### src/rtl/ffm_params.svh
// offsets, field positions and reset values of the freefall/motion detector
`ifndef FFM_PARAMS_SVH
`define FFM_PARAMS_SVH

// register offsets
`define FFM_OFS_CONFIG 8'h15
`define FFM_OFS_SOURCE 8'h16
`define FFM_OFS_THRESH 8'h17
`define FFM_OFS_COUNT 8'h18

// configuration register fields
`define FFM_CFG_LATCH_BIT 7
`define FFM_CFG_OR_BIT 6
`define FFM_CFG_Z_BIT 5
`define FFM_CFG_Y_BIT 4
`define FFM_CFG_X_BIT 3

// threshold register fields
`define FFM_THS_MODE_BIT 7
`define FFM_THS_MSB 6

// source register fields
`define FFM_SRC_EA_BIT 7

// reset values
`define FFM_RST_CONFIG 8'h00
`define FFM_RST_THRESH 8'h00
`define FFM_RST_COUNT 8'h00
`define FFM_RST_ZERO 8'h00

`endif

### src/rtl/ffm_pkg.sv
// types shared by the freefall/motion detector
package ffm_pkg;

	// one acceleration sample per axis, signed, 0.063 g per count
	typedef logic signed [7:0] ffm_accel_t;

	typedef struct packed {
		ffm_accel_t z;
		ffm_accel_t y;
		ffm_accel_t x;
	} ffm_sample_s;

	// configuration register image
	typedef struct packed {
		logic latch_on;
		logic or_select;
		logic z_on;
		logic y_on;
		logic x_on;
	} ffm_cfg_s;

	// per-axis flag pair as held in the source register
	typedef struct packed {
		logic high;
		logic sign;
	} ffm_flag_s;

	// z, y, x from msb down, matching the source register order
	typedef ffm_flag_s [2:0] ffm_flags_t;

endpackage : ffm_pkg

### src/rtl/ffm_axis_cmp.sv
// per-axis magnitude compare against the threshold
`timescale 1ns/1ps

module ffm_axis_cmp (
	// sample and threshold
	input wire ffm_pkg::ffm_accel_t accel,
	input wire logic [6:0] threshold,
	// compare results
	output logic above,
	output logic at_or_below,
	output logic negative
);
	logic [7:0] mag;

	// -128 maps to 128, which still fits an unsigned byte
	assign mag = accel[7] ? (8'h00 - accel) : accel;
	assign above = mag > {1'b0, threshold};
	assign at_or_below = !above;
	assign negative = accel[7];

endmodule : ffm_axis_cmp

### src/rtl/ffm_detector.sv
// freefall/motion detector: config registers, combination, debounce and source flags
`timescale 1ns/1ps
`include "ffm_params.svh"

// Behaviour
// - OR mode unlatched, event flag rises only when debounce counter hits target.
// - only enabled axes take part in the freefall or motion combination.
// - unlatched, decrement mode, event flag clears only when counter decays to zero.
// - unlatched, clear mode, event flag drops as soon as condition lapses.
// - unlatched, axis flags follow live undebounced high status of enabled axes.
// - unlatched, reading the source register changes nothing.
// - latched, event flag sets at full count and holds until source read.
// - latched, source read clears all source bits and the debounce counter.
// - latched, axis flags live while event clear, frozen once it sets.
// - config holds latch, combine, z/y/x enables at 7..3; low bits zero.
// - combine bit 0 is AND of low conditions, 1 is OR of high.
// - axis low condition is magnitude at or below threshold.
// - axis high condition is magnitude strictly above threshold.
// - one unsigned 7-bit threshold on magnitude serves both modes.
// - source holds event at 7, zero at 6, z/y/x flag and sign below.
// - axis flag and sign read zero while that axis is disabled.
// - sign flag is 0 for positive, 1 for negative acceleration on a high axis; 0 while the axis is not high.
// - interrupt outputs are event flag gated by enable and routing.
// - latched with event held, new axis events leave the source untouched.
// - on lapse, decrement mode steps counter down one, clear mode zeroes it.
// - debounce counter saturates at the programmed target.
// - threshold is 0.063 g per count over 0 to 127.
module ffm_detector (
	// clock and reset
	input wire logic clk,
	input wire logic arst_n,
	// register port: reg_rd marks a completed read of reg_addr
	input wire logic [7:0] reg_addr,
	input wire logic reg_wr,
	input wire logic [7:0] reg_wdata,
	input wire logic reg_rd,
	output logic [7:0] reg_rdata,
	// acceleration samples, one valid pulse per output data period
	input wire logic sample_valid,
	input wire ffm_pkg::ffm_sample_s sample,
	// interrupt enable and routing bits
	input wire logic motion_irq_enable,
	input wire logic motion_irq_route,
	// interrupt outputs, active high
	output logic irq_int1,
	output logic irq_int2
);
	// register state
	ffm_pkg::ffm_cfg_s cfg_q;
	logic debounce_lapse_mode_q;
	logic [6:0] accel_threshold_q; // 0.063 g per count, 0..127
	logic [7:0] debounce_target_count_q;
	logic [7:0] cnt_q;
	logic [7:0] cnt_d;
	logic event_active_flag_q;
	logic ea_d;
	ffm_pkg::ffm_flags_t flags_q;
	ffm_pkg::ffm_flags_t flags_d;
	logic [7:0] reg_rdata_q;
	logic irq_int1_q;
	logic irq_int2_q;

	// decode
	wire wr_cfg = reg_wr && (reg_addr == `FFM_OFS_CONFIG);
	wire wr_ths = reg_wr && (reg_addr == `FFM_OFS_THRESH);
	wire wr_cnt = reg_wr && (reg_addr == `FFM_OFS_COUNT);
	wire rd_src = reg_rd && (reg_addr == `FFM_OFS_SOURCE);
	wire [2:0] axis_on = {cfg_q.z_on, cfg_q.y_on, cfg_q.x_on};

	// per-axis compare, one shared threshold for both modes
	logic [2:0] above;
	logic [2:0] low;
	logic [2:0] neg;
	ffm_axis_cmp u_cmp_x (
		.accel(sample.x),
		.threshold(accel_threshold_q),
		.above(above[0]),
		.at_or_below(low[0]),
		.negative(neg[0])
	);
	ffm_axis_cmp u_cmp_y (
		.accel(sample.y),
		.threshold(accel_threshold_q),
		.above(above[1]),
		.at_or_below(low[1]),
		.negative(neg[1])
	);
	ffm_axis_cmp u_cmp_z (
		.accel(sample.z),
		.threshold(accel_threshold_q),
		.above(above[2]),
		.at_or_below(low[2]),
		.negative(neg[2])
	);

	// combination: disabled axes drop out; no axis enabled means the block is off
	wire any_on = |axis_on;
	wire or_cond = |(axis_on & above);
	wire and_cond = any_on && (&(~axis_on | low));
	wire cond = cfg_q.or_select ? or_cond : and_cond;

	// live per-axis flags; sign only meaningful while the axis is high
	function automatic ffm_pkg::ffm_flags_t live_flags(input logic [2:0] hi, input logic [2:0] sg,
			input logic [2:0] en);
		ffm_pkg::ffm_flags_t f;
		f = '0;
		for (int i = 0; i < 3; i++) begin
			f[i].high = hi[i] && en[i];
			f[i].sign = hi[i] && en[i] && sg[i]; // negative g reads 1
		end
		return f;
	endfunction : live_flags

	wire ffm_pkg::ffm_flags_t live = live_flags(above, neg, axis_on);

	// a latched read wipes counter, event and flags before the sample lands,
	// so an event in the same cycle as the read is rebuilt, not lost
	wire clr_rd = rd_src && cfg_q.latch_on;
	wire [7:0] cnt_base = clr_rd ? 8'h00 : cnt_q;
	wire ea_base = clr_rd ? 1'b0 : event_active_flag_q;
	wire ffm_pkg::ffm_flags_t flags_base = clr_rd ? ffm_pkg::ffm_flags_t'(6'h00) : flags_q;

	// counter step: up to target while true, decay or clear on lapse
	wire [7:0] cnt_up = (cnt_base >= debounce_target_count_q) ? debounce_target_count_q
		: cnt_base + 8'h01;
	wire [7:0] cnt_down = debounce_lapse_mode_q ? 8'h00
		: ((cnt_base == 8'h00) ? 8'h00 : cnt_base - 8'h01);
	wire [7:0] cnt_step = cond ? cnt_up : cnt_down;
	wire reached = cond && (cnt_step == debounce_target_count_q);

	// next state, updated on a new sample or cleared by a latched source read
	always_comb begin
		cnt_d = cnt_base;
		ea_d = ea_base;
		flags_d = flags_base;
		if (sample_valid) begin
			cnt_d = cnt_step;
			if (cfg_q.latch_on) begin
				if (!ea_base) begin
					flags_d = live;
					ea_d = reached;
				end
			end else begin
				flags_d = live;
				if (reached) begin
					ea_d = 1'b1;
				end else if (!cond && debounce_lapse_mode_q) begin
					ea_d = 1'b0;
				end else if (cnt_step == 8'h00) begin
					ea_d = 1'b0;
				end
			end
		end
	end

	// source image: disabled axes always read zero
	function automatic logic [7:0] src_image(input logic ea, input ffm_pkg::ffm_flags_t f,
			input logic [2:0] en);
		logic [5:0] m;
		m = {{2{en[2]}}, {2{en[1]}}, {2{en[0]}}};
		return {ea, 1'b0, f & m};
	endfunction : src_image

	wire [7:0] src_view = src_image(event_active_flag_q, flags_q, axis_on);
	wire [7:0] cfg_view = {cfg_q, 3'b000};
	wire [7:0] rdata_d = (reg_addr == `FFM_OFS_CONFIG) ? cfg_view
		: (reg_addr == `FFM_OFS_SOURCE) ? src_view
		: (reg_addr == `FFM_OFS_THRESH) ? {debounce_lapse_mode_q, accel_threshold_q}
		: (reg_addr == `FFM_OFS_COUNT) ? debounce_target_count_q
		: `FFM_RST_ZERO;

	// host-written registers
	always_ff @(posedge clk or negedge arst_n) begin
		if (!arst_n) begin
			cfg_q <= ffm_pkg::ffm_cfg_s'(5'h00);
			debounce_lapse_mode_q <= 1'b0;
			accel_threshold_q <= 7'h00;
			debounce_target_count_q <= `FFM_RST_COUNT;
		end else begin
			if (wr_cfg) cfg_q <= reg_wdata[`FFM_CFG_LATCH_BIT:`FFM_CFG_X_BIT];
			if (wr_ths) debounce_lapse_mode_q <= reg_wdata[`FFM_THS_MODE_BIT];
			if (wr_ths) accel_threshold_q <= reg_wdata[`FFM_THS_MSB:0];
			if (wr_cnt) debounce_target_count_q <= reg_wdata;
		end
	end

	// detector state
	always_ff @(posedge clk or negedge arst_n) begin
		if (!arst_n) begin
			cnt_q <= 8'h00;
			event_active_flag_q <= 1'b0;
			flags_q <= ffm_pkg::ffm_flags_t'(6'h00);
		end else begin
			cnt_q <= cnt_d;
			event_active_flag_q <= ea_d;
			flags_q <= flags_d;
		end
	end

	// read data is captured on the same edge that the clear acts, from pre-clear state
	always_ff @(posedge clk or negedge arst_n) begin
		if (!arst_n) begin
			reg_rdata_q <= `FFM_RST_ZERO;
		end else if (reg_rd) begin
			reg_rdata_q <= rdata_d;
		end
	end

	// interrupt gating; route 1 selects the first pin
	always_ff @(posedge clk or negedge arst_n) begin
		if (!arst_n) begin
			irq_int1_q <= 1'b0;
			irq_int2_q <= 1'b0;
		end else begin
			irq_int1_q <= event_active_flag_q && motion_irq_enable && motion_irq_route;
			irq_int2_q <= event_active_flag_q && motion_irq_enable && !motion_irq_route;
		end
	end

	assign reg_rdata = reg_rdata_q;
	assign irq_int1 = irq_int1_q;
	assign irq_int2 = irq_int2_q;
endmodule : ffm_detector

### config.mk
export PLATFORM = sky130hd
export DESIGN_NAME = ffm_detector
export DESIGN_NICKNAME = d
export VERILOG_FILES = /design/src/rtl/ffm_pkg.sv /design/src/rtl/ffm_axis_cmp.sv /design/src/rtl/ffm_detector.sv
export VERILOG_INCLUDE_DIRS = /design/src /design/src/rtl
export SDC_FILE = /design/constraint.sdc
export NUM_CORES = 1
export LEC_CHECK = 0
export BUFFER_PORTS_ARGS = -buffer_cell sky130_fd_sc_hd__buf_4
export CORE_MARGIN = 3
export CORE_UTILIZATION = 45
export CTS_CLUSTER_DIAMETER = 120
export CTS_CLUSTER_SIZE = 28
export DETAILED_ROUTE_END_ITERATION = 10
export PLACE_DENSITY = 0.65
export SYNTH_ARGS = -nofsm -noshare
export SYNTH_HDL_FRONTEND = slang
export SYNTH_SLANG_ARGS = --single-unit
### constraint.sdc
create_clock -name clk -period 4.7 [get_ports clk]
set_input_delay 0.47 -clock clk [delete_from_list [all_inputs] [get_ports clk]]
set_output_delay 0.47 -clock clk [all_outputs]
set_load 0.01 [all_outputs]
==> impl_metrics.py, run 1 <==
metrics = {
    "worst_setup_path": {
        "crit_type": "in -> reg",
        "cp.required_ns": 4.90,
        "regToRegSetupSlack_ns": 0.98,
        "cp_cell_sequence": "buf_4 > or4b_1 > or3_4 > nand2_4 > inv_4 > ha_1 > nand2_1 > o21ai_0 > a41oi_1 > o21ai_1 > buf_4 > nor3_1 > a221oi_1 > nor3_1 > or3b_1 > o32ai_1",
        "cp-end-kind": "flip-flop",
        "startpoint_type": "input pin",
        "rr_worst_depth": 15,
        "slowest_stage": "or4b_1",
        "timing.rr.end": "event_active_flag_q",
        "rr_startpoint": "cfg_q[4]",
        "cp_max_fo": 16,
        "max_stage_delay_ns": 0.65,
        "crit_arrival_ns": 4.29,
    },
    "synth": {
        "yosys.area.top_type_share_pct": 29.7,
        "synth_flop_cell": "dfrtp_1",
        "ys_types": 61,
        "avgSynthCellArea_sq_um": 8.69,
        "synth_top_cell_by_area": "dfrtp_1",
        "synth_enable_flop_cells": 0,
        "yosysWarnings": 0,
        "synth_area_sq_mm": 0.00388,
        "seq_area_frac_synth_pct": 29.7,
        "synth_nets": 527,
        "ys_seq_elements": 46,
        "synth.area.top_cells": "dfrtp_1, ha_1, mux2_2",
        "ys_async_sr_fraction_pct": 100,
        "syn-instance-count": 446,
    },
    "cells_and_area": {
        "n_antenna_cell": 0,
        "final_util_pct": 55.0,
        "fin_nets": 584,
        "syn_to_final_growth_pct": 17.7,
        "drive_above_1_share_pct": 22.0,
        "n_fill_cell": 785,
        "design_area_sq_mm": 0.00456,
    },
    "timing": {
        "max_freq_mhz": 245,
        "fin_tns_setup_ns": 0,
        "rsz0062_at_grt": "false",
        "min_period_ns": 4.09,
        "slew_headroom_pct": 50.5,
        "skew_ns": 0.00811,
        "timing.final.crit_share_pct": 86.9,
        "fin_ws_ns": 0.615,
        "tightest_slew_ns": 0.737,
        "final_hold_viol_count": 0,
        "setup_viol": 0,
        "final_max_slew_viol_count": 0,
    },
    "grt": {
        "grt_pass1_wl_mm": 17.3,
        "grt_usage_pct": 22.0,
        "grt_max_degree": 47,
        "grt_pass1_vias": 3381,
        "overflow": 0,
        "antenna_found_initial": 0,
    },
    "drt": {
        "first_pass_iters": 5,
        "drc": 0,
        "via_per_inst": 5.86,
        "drtIter0Drc": 246,
        "ant_nets": 0,
        "vias": 3571,
        "wl_per_cell_um": 17.4,
        "drt-total-wl_mm": 10.6,
    },
    "clock_tree": {
        "root_buffer": "clkbuf_8",
        "cts_buffers": 5,
        "path_clk_slew_ns": 0.10,
        "cts_tree": "yes",
        "clkLatencyLatePin_ns": 0.30,
        "clk_path_buf_depth": 2,
        "cts_setup_buffers": 0,
        "htreeDepth": 2,
        "cts_num_sinks": 46,
        "ctsResizeCount": 0,
        "hold_buffers": 0,
    },
    "floorplan": {
        "std_cell_rows": 33,
        "die_area_sq_mm": 0.00977,
        "io_pins": 57,
        "core_area_sq_mm": 0.00830,
        "die_w_um": 98.8,
        "start_util_pct": 46.7,
        "die_h_um": 98.8,
    },
    "placed_design": {
        "place_ws_ns": 0.406,
        "gp_congestion": 0.937,
        "post-dp-hpwl_mm": 8.52,
        "place_area_sq_mm": 0.00444,
        "portBuffers": 56,
    },
    "power_and_ir_drop": {
        "p_per_area_mw_per_mm2": 378,
        "peakVddDrop_mv": 0.160,
        "power.leakage_nw": 2.07,
    },
    "hold_path": {
        "hold_class": "in -> async",
    },
    "run": {
        "maxCapViolCount": 0,
    },
    "run_status": {
        "status": "finished, final reports clean",
    },
}
==> synthesized netlist by cell type, drive strengths merged (4+ instances only) <==
cell type	number
dfrtp	46
nand2	38
ha	34
nor2	33
a21oi	31
inv	26
xnor2	25
mux2	23
o21ai	23
nor3	17
nand3	16
clkbuf	13
a31oi	10
nand2b	10
a21o	8
nor2b	8
or3	7
o31ai	6
buf	5
mux2i	5
nand3b	5
nand4	5
xor2	5
a221oi	4
a22o	4
nor4	4
o211ai	4
==> stage by stage <==
step | total power, mW | hold WS, ns | instances
floorplan | 1.15 | 0.174 | 446
global placement | 1.39 | 0.463 | 601
CTS | 1.72 | 0.178 | 609
finish | 1.73 | 0.156 | 609
detailed placement | 1.41 | 0.469 | 601
global route | 1.85 | 0.211 | 609
==> registers in the layout, indices dropped and copies added (netlist names) <==
| signal | count |
|---|---|
| irq_int1 | 1 |
| cfg_q | 2 |
| accel_threshold_q | 7 |
| axis_on | 3 |
| reg_rdata | 8 |
| flags_q | 6 |
| event_active_flag_q | 1 |
| debounce_target_count_q | 8 |
| cnt_q | 8 |
| debounce_lapse_mode_q | 1 |
| irq_int2 | 1 |
==> worst max path at each step <==
stage / startpoint / end / slack [ns]
floorplan: reg_addr[5] / event_active_flag_q / 0.58
global placement: reg_addr[5] / event_active_flag_q / 0.50
detailed placement: reg_addr[5] / event_active_flag_q / 0.41
CTS: reg_addr[5] / event_active_flag_q / 0.67
global route: reg_addr[5] / event_active_flag_q / 0.41
finish: reg_addr[5] / event_active_flag_q / 0.61
==> where the power goes <==
part / total, mW / switching (mW) / internal [mW]
registers: 0.535 / 0.0909 / 0.444
logic: 0.877 / 0.476 / 0.400
clock network: 0.314 / 0.152 / 0.162
total: 1.73 / 0.719 / 1.01
==> layout make-up <==
cell class | instances | area (sq um) | area share (%)
multi-input combinational | 356 | 2550 | 55.9
clock buffer | 5 | 68.8 | 1.51
timing repair buffer | 68 | 510 | 11.2
sequential | 46 | 1150 | 25.2
tap | 105 | 131 | 2.88
clock inverter | 3 | 48.8 | 1.07
inverter | 26 | 100 | 2.19
==> critical path, delay by kind of cell <==
family,cells,cell delay [ns]
and+or+nand+nor,7,1.89
adders and majority gates,1,0.30
buffers and inverters,3,0.43
AOI/OAI and AO/OA,5,1.18
==> layout by cell type, fill, tap and decap left out, types with 4 or more instances in the layout <==
cell	instances
inv_1	25
ha_1	34
or3_1	6
xnor2_1	24
clkbuf_8	5
o21ai_0	21
buf_4	68
a31oi_1	10
nor3_1	16
a22o_1	4
a21o_1	8
nor2b_1	8
nor2_1	33
mux2_2	23
xor2_1	5
dfrtp_1	46
o211ai_1	4
nand2_1	37
a21oi_1	30
nand3_1	16
nand2b_1	10
o31ai_1	6
nand4_1	5
nand3b_1	5
mux2i_1	5
==> kinds of logic after synthesis <==
group	Yosys count	share of synthesized area, %
xor gates and xnor gates	30	7.26
muxes	28	7.97
AOI/OAI and AO/OA	107	17.9
buffers and inverters	44	4.52
adders and majority gates	34	11.0
DFF	46	29.7
and+or+nand+nor	157	21.7
==> per-layer routing <==
layer	up-vias	track usage, %	part of all wire [%]
met5	-	0	0
met4	0	6.20	2.0
met3	18	2.62	5.4
met2	109	33.2	43
met1	1706	33.1	49
li1	1738	-	-
Power figures use the tool's default switching activity.
==> inputs of run 2 (changes only) <==
--- a/config.mk
+++ b/config.mk
@@ -13,6 +13,7 @@
 export CTS_CLUSTER_SIZE = 28
 export DETAILED_ROUTE_END_ITERATION = 10
 export PLACE_DENSITY = 0.65
+export REMOVE_ABC_BUFFERS = 1
 export SYNTH_ARGS = -nofsm -noshare
 export SYNTH_HDL_FRONTEND = slang
 export SYNTH_SLANG_ARGS = --single-unit
==> run 2 against run 1 <==
Compared with the run above:
- clock skew shrank 0.0043 ns
- final area fell by 0.69%
- count of clock-buffer cells in the layout did not move
- register-to-register slack improved by 0.04 ns
- global-route usage decreased by 0.48 points
- sequential power about the same
- non-clock buffer count is 1 lower
- hold slack better by 0.0038 ns
- largest power group unchanged
==> impl_metrics.py, run 2 (same netlist as run 1, synthesis figures left out) <==
metrics = {
    "worst_setup_path": {
        "crit_family": "simple AND/OR/NAND/NOR gates",
        "max_stage_delay_ns": 0.65,
        "crit_arrival_ns": 4.29,
        "slowest_stage": "or4b_1",
        "crit_buf_inv": 3,
        "cp.required_ns": 4.91,
        "cp_max_fo": 13,
        "crit_type": "in -> reg",
        "startpoint_type": "input pin",
        "critPathMostFrequentCell": "nand2_1",
        "cp_cell_sequence": "buf_4 > or4b_1 > or3_4 > nand2_1 > inv_1 > ha_1 > nand2_1 > o21ai_0 > a41oi_1 > o21ai_1 > buf_4 > mux2_2 > o21ai_0 > nand2_1 > xnor2_1 > o32ai_1",
        "cp-end-kind": "flip-flop",
    },
    "grt": {
        "grt_util_met3_pct": 3.33,
        "overflow": 0,
        "grt_usage_pct": 21.5,
        "antenna_found_initial": 0,
        "grt_pass1_vias": 3362,
        "grt_busiest_layer": "met1",
        "grt_use_met1_pct": 32.2,
        "grt_pass1_wl_mm": 16.9,
        "use_met2_pct": 31.8,
        "grt_max_degree": 47,
    },
    "drt": {
        "drt-total-wl_mm": 10.4,
        "via_per_inst": 5.93,
        "drc": 0,
        "vias": 3606,
        "drtIter0Drc": 229,
        "first_pass_iters": 5,
        "ant_nets": 0,
        "wl_per_cell_um": 17.0,
    },
    "clock_tree": {
        "ctsResizeCount": 0,
        "root_buffer": "clkbuf_8",
        "clkLatencyLatePin_ns": 0.30,
        "cts_num_sinks": 46,
        "hold_buffers": 0,
        "cts_setup_buffers": 0,
        "clk_path_buf_depth": 2,
        "path_clk_slew_ns": 0.10,
        "htreeDepth": 2,
        "cts_buffers": 5,
        "cts_tree": "yes",
    },
    "timing": {
        "fin_tns_setup_ns": 0,
        "skew_ns": 0.00383,
        "tightest_slew_ns": 0.771,
        "timing.final.crit_share_pct": 86.9,
        "max_freq_mhz": 245,
        "fin_hold_ws_ns": 0.160,
        "final_max_slew_viol_count": 0,
        "rsz0062_at_grt": "false",
        "setup_viol": 0,
        "slew_headroom_pct": 48.3,
        "final_hold_viol_count": 0,
        "min_period_ns": 4.08,
    },
    "cells_and_area": {
        "drive_above_1_share_pct": 21.9,
        "layout_commonest_cell": "buf_4",
        "fin_nets": 583,
        "n_fill_cell": 778,
        "n_antenna_cell": 0,
        "syn_to_final_growth_pct": 16.8,
        "mostFrequentLayoutCells": "buf_4, dfrtp_1, nand2_1",
    },
    "floorplan": {
        "die_area_sq_mm": 0.00977,
        "core_area_sq_mm": 0.00830,
        "start_util_pct": 46.7,
        "die_h_um": 98.8,
        "std_cell_rows": 33,
        "die_w_um": 98.8,
        "io_pins": 57,
    },
    "hold_path": {
        "hold_class": "in -> async",
    },
    "power_and_ir_drop": {
        "p_per_area_mw_per_mm2": 369,
        "clkPwrFrac_pct": 15.6,
        "p_seq_share_pct": 32.0,
        "power_frac_comb_pct": 52.4,
        "sw_frac_of_total_pct": 42.6,
        "p_int_uw": 959,
        "switchingPower_uw": 710,
        "power.leakage_nw": 2.05,
        "peakVddDrop_mv": 0.147,
    },
    "run": {
        "maxCapViolCount": 0,
    },
    "run_status": {
        "status": "finished, final reports clean",
    },
    "placed_design": {
        "portBuffers": 56,
        "post-dp-hpwl_mm": 8.26,
        "gp_congestion": 0.950,
    },
}
[run 2: cell types whose count changed in the layout (fill, tap and decap cells not counted), sizes merged]
cell    before  now
bufinv       1    0
buf         68   67
clkinv       0    1
[run 2: power by group through the flow]
stage	Sequential (mW)	Combinational (mW)	Clock, mW
final	0.534	0.875	0.260
after global routing	0.543	0.977	0.282
after CTS	0.532	0.872	0.267
after detailed placement	0.540	0.865	0
after global placement	0.540	0.852	0
after floorplan	0.514	0.620	0
[run 2: worst paths after layout]
path	startpoint	to	slack, ns	cells after the start
setup / recovery	reg_addr[5]	event_active_flag_q	0.62	16
hold / removal	arst_n	cnt_q[3]	0.16	1
setup reg to reg	cfg_q[4]	event_active_flag_q	1.02	15
hold reg to reg	flags_q[1]	flags_q[1]	0.49	1
max in group asynchronous	arst_n	debounce_target_count_q[6]	4.12	1
min in group clk	motion_irq_route	irq_int2	0.30	2
[run 2: area by class of cell]
type                       count  area (sq um)  share of cell area (%)
timing repair buffer          67           503                    11.1
multi-input combinational    356          2550                    56.3
clock inverter                 3          25.0                   0.552
inverter                      26           100                    2.21
sequential                    46          1150                    25.4
tap                          105           131                    2.90
clock buffer                   5          68.8                    1.52
[run 2: stage by stage]
| stage | total power [mW] | cells | utilization (%) | worst slack (ns) | instance area (sq um) |
|---|---|---|---|---|---|
| final | 1.67 | 608 | 54.6 | 0.618 | 4530 |
| after global routing | 1.80 | 608 | 54.6 | 0.319 | 4530 |
| after CTS | 1.67 | 608 | 54.6 | 0.635 | 4530 |
| after detailed placement | 1.41 | 600 | 53.5 | 0.321 | 4440 |
| after global placement | 1.39 | 600 | 53.5 | 0.420 | 4440 |
| after floorplan | 1.13 | 428 | - | 0.185 | 3800 |
[run 2: per-layer routing]
layer | vias to the layer above | part of all wire (%)
met5 | - | 0
met4 | 0 | 1.9
met3 | 16 | 6.4
met2 | 134 | 44
met1 | 1720 | 47
li1 | 1736 | -
==> inputs of run 3 (changes only) <==
--- a/config.mk
+++ b/config.mk
@@ -6,6 +6,7 @@
 export SDC_FILE = /design/constraint.sdc
 export NUM_CORES = 1
 export LEC_CHECK = 0
+export ABC_AREA = 1
 export BUFFER_PORTS_ARGS = -buffer_cell sky130_fd_sc_hd__buf_4
 export CORE_MARGIN = 3
 export CORE_UTILIZATION = 45
==> run 3 against run 2 <==
Compared with the run above:
- sequential share of layout area shrank 0.48 points
- setup slack gained 0.56 ns
- wire length grew 5.1%
- via count grew 7.8%
- final area grew 1.9%
- flip-flop and latch count is the same
- sequential power shrank 6.4%
- critical path depth grew 6
- global-route usage grew 0.78 points
==> impl_metrics.py, run 3 <==
metrics = {
    "grt": {
        "overflow": 0,
        "grt_pass1_vias": 3548,
        "grt_max_degree": 47,
        "antenna_found_initial": 0,
        "grt_pass1_wl_mm": 17.9,
        "grt_usage_pct": 22.3,
    },
    "floorplan": {
        "die_area_sq_mm": 0.0101,
        "core_area_sq_mm": 0.00842,
        "std_cell_rows": 33,
        "start_util_pct": 47.7,
        "die_w_um": 101,
        "io_pins": 57,
        "die_h_um": 101,
    },
    "drt": {
        "first_pass_iters": 5,
        "vias": 3888,
        "drtIter0Drc": 253,
        "wl_per_cell_um": 14.6,
        "drc": 0,
        "via_per_inst": 5.20,
        "drt-total-wl_mm": 10.9,
        "ant_nets": 0,
    },
    "worst_setup_path": {
        "startpoint_type": "input pin",
        "regToRegSetupSlack_ns": 1.22,
        "crit_type": "in -> reg",
        "cp-end-kind": "flip-flop",
        "cp_max_fo": 21,
        "crit_arrival_ns": 3.76,
        "cp.required_ns": 4.94,
    },
    "timing": {
        "slew_headroom_pct": 22.3,
        "skew_ns": 0.00654,
        "final_max_slew_viol_count": 0,
        "max_freq_mhz": 284,
        "final_hold_viol_count": 0,
        "min_period_ns": 3.52,
        "fin_tns_setup_ns": 0,
        "tightest_slew_ns": 1.16,
        "timing.final.crit_share_pct": 74.9,
        "rsz0062_at_grt": "false",
        "fin_hold_ws_ns": 0.173,
        "setup_viol": 0,
    },
    "clock_tree": {
        "ctsResizeCount": 0,
        "path_clk_slew_ns": 0.09,
        "cts_tree": "yes",
        "clkLatencyLatePin_ns": 0.30,
        "htreeDepth": 2,
        "clk_path_buf_depth": 2,
        "root_buffer": "clkbuf_8",
        "cts_num_sinks": 46,
        "cts_setup_buffers": 0,
        "cts_buffers": 5,
        "hold_buffers": 0,
    },
    "power_and_ir_drop": {
        "power.leakage_nw": 2.41,
        "switchingPower_uw": 777,
        "p_int_uw": 889,
        "p_seq_share_pct": 30.0,
        "power_mw": 1.67,
        "sw_frac_of_total_pct": 46.6,
        "clkPwrFrac_pct": 15.3,
        "peakVddDrop_mv": 0.162,
        "p_per_area_mw_per_mm2": 361,
        "power_frac_comb_pct": 54.7,
    },
    "cells_and_area": {
        "syn_to_final_growth_pct": 14.9,
        "layout_commonest_cell": "nand2_1",
        "final_util_pct": 54.8,
        "drive_above_1_share_pct": 16.0,
        "n_antenna_cell": 0,
        "mostFrequentLayoutCells": "nand2_1, inv_1, buf_4",
        "final_cells": 747,
        "fin_nets": 722,
        "n_fill_cell": 861,
    },
    "synth": {
        "synth_common_cells": "nand2_1, inv_1, o21ai_0, dfrtp_1, nand3_1",
        "ys_types": 45,
        "yosys.area.top_type_share_pct": 28.6,
        "ys_seq_elements": 46,
        "synth_top_cell_by_area": "dfrtp_1",
        "yosysMostFrequentCell": "nand2_1",
        "avgSynthCellArea_sq_um": 6.87,
        "ys_async_sr_fraction_pct": 100,
        "synth.area.top_cells": "dfrtp_1, nand2_1, ha_1",
        "syn-instance-count": 585,
        "synth_flop_cell": "dfrtp_1",
        "yosysWarnings": 0,
        "synth_area_sq_mm": 0.00402,
        "synth_enable_flop_cells": 0,
        "seq_area_frac_synth_pct": 28.6,
    },
    "placed_design": {
        "portBuffers": 56,
        "post-dp-hpwl_mm": 8.98,
        "gp_congestion": 0.969,
        "dp_cells": 739,
    },
    "hold_path": {
        "hold_class": "in -> async",
    },
    "run": {
        "maxCapViolCount": 0,
    },
    "run_status": {
        "status": "finished, final reports clean",
    },
}
## run 3: changes by cell type after synthesis, moves of 10 or more
cell      change
nor2_1       +10
inv_1        +63
nand2_1     +117
a21oi_1      -14
xnor2_1      -20
nand2b_1     -10
nor3_1       -12
mux2_2       -23
o21ai_0      +31
nand2_2      +13
nand3_1      +28
## run 3: cell families (layout without fill, tap and decap cells)
group | after synthesis | after routing | share of synthesized area (%)
buf+inv | 105 | 162 | 10.3
compound gates | 95 | 95 | 13.6
fa+ha+maj | 34 | 34 | 10.6
flops | 46 | 46 | 28.6
simple gates | 287 | 287 | 33.0
xor+xnor | 18 | 18 | 3.92
## run 3: cell type report
cell class | count | area, sq um | share of cell area (%)
well taps | 105 | 131 | 2.85
multi-input cells | 434 | 2450 | 53.2
inverters | 98 | 368 | 7.97
repair buffers | 56 | 420 | 9.11
flip-flops and latches | 46 | 1150 | 24.9
clock inverters | 1 | 5.00 | 0.108
clock buffers | 7 | 86.3 | 1.87
## run 3: worst paths after layout
path | to | cells after the start | from
worst max-delay path | event_active_flag_q | 22 | reg_addr[3]
worst min-delay path | cnt_q[7] | 1 | arst_n
worst max register to register | event_active_flag_q | 20 | cfg_q[4]
worst min register to register | reg_rdata[2] | 2 | reg_rdata[2]
max in group asynchronous | axis_on[0] | 1 | arst_n
min in group clk | irq_int2 | 2 | motion_irq_route
## run 3: power groups by stage
stage | logic, mW | registers (mW) | clock network [mW]
after floorplan | 0.661 | 0.492 | 0
after global placement | 0.891 | 0.507 | 0
after detailed placement | 0.893 | 0.507 | 0
after CTS | 0.902 | 0.499 | 0.257
after global routing | 1.03 | 0.509 | 0.274
final | 0.911 | 0.500 | 0.255
## run 3: critical path: stages
cell and delay [ns]:
buf_4 0.11, inv_1 0.07, nand2_2 0.07, nor2_2 0.15
nand3_2 0.50, nand2_1 0.32, inv_1 0.09, ha_1 0.30
nand2_1 0.05, nor2_1 0.14, nand4_1 0.10, nand3_1 0.26
inv_2 0.14, nand3b_1 0.11, o21ai_0 0.10, nand3_1 0.13
nand2_2 0.09, a21oi_1 0.15, nand2_1 0.06, nor2_1 0.17
nand3_1 0.09, nand2_1 0.06
## run 3: metrics by stage
stage          area (sq um)  worst slack (ns)
2_1_floorplan          3970              1.65
5_1_grt                4620             0.756
3_3_place_gp           4530             0.934
3_5_place_dp           4530             0.909
4_1_cts                4620              1.21
6_report               4620              1.18
## run 3: routing by layer
| layer | global-route usage, % | share of wire (%) | up-vias |
|---|---|---|---|
| met5 | 0 | 0 | - |
| met4 | 3.63 | 0.89 | 0 |
| met3 | 3.46 | 7.3 | 6 |
| met2 | 32.4 | 41 | 140 |
| met1 | 35.2 | 51 | 1747 |
| li1 | - | - | 1995 |
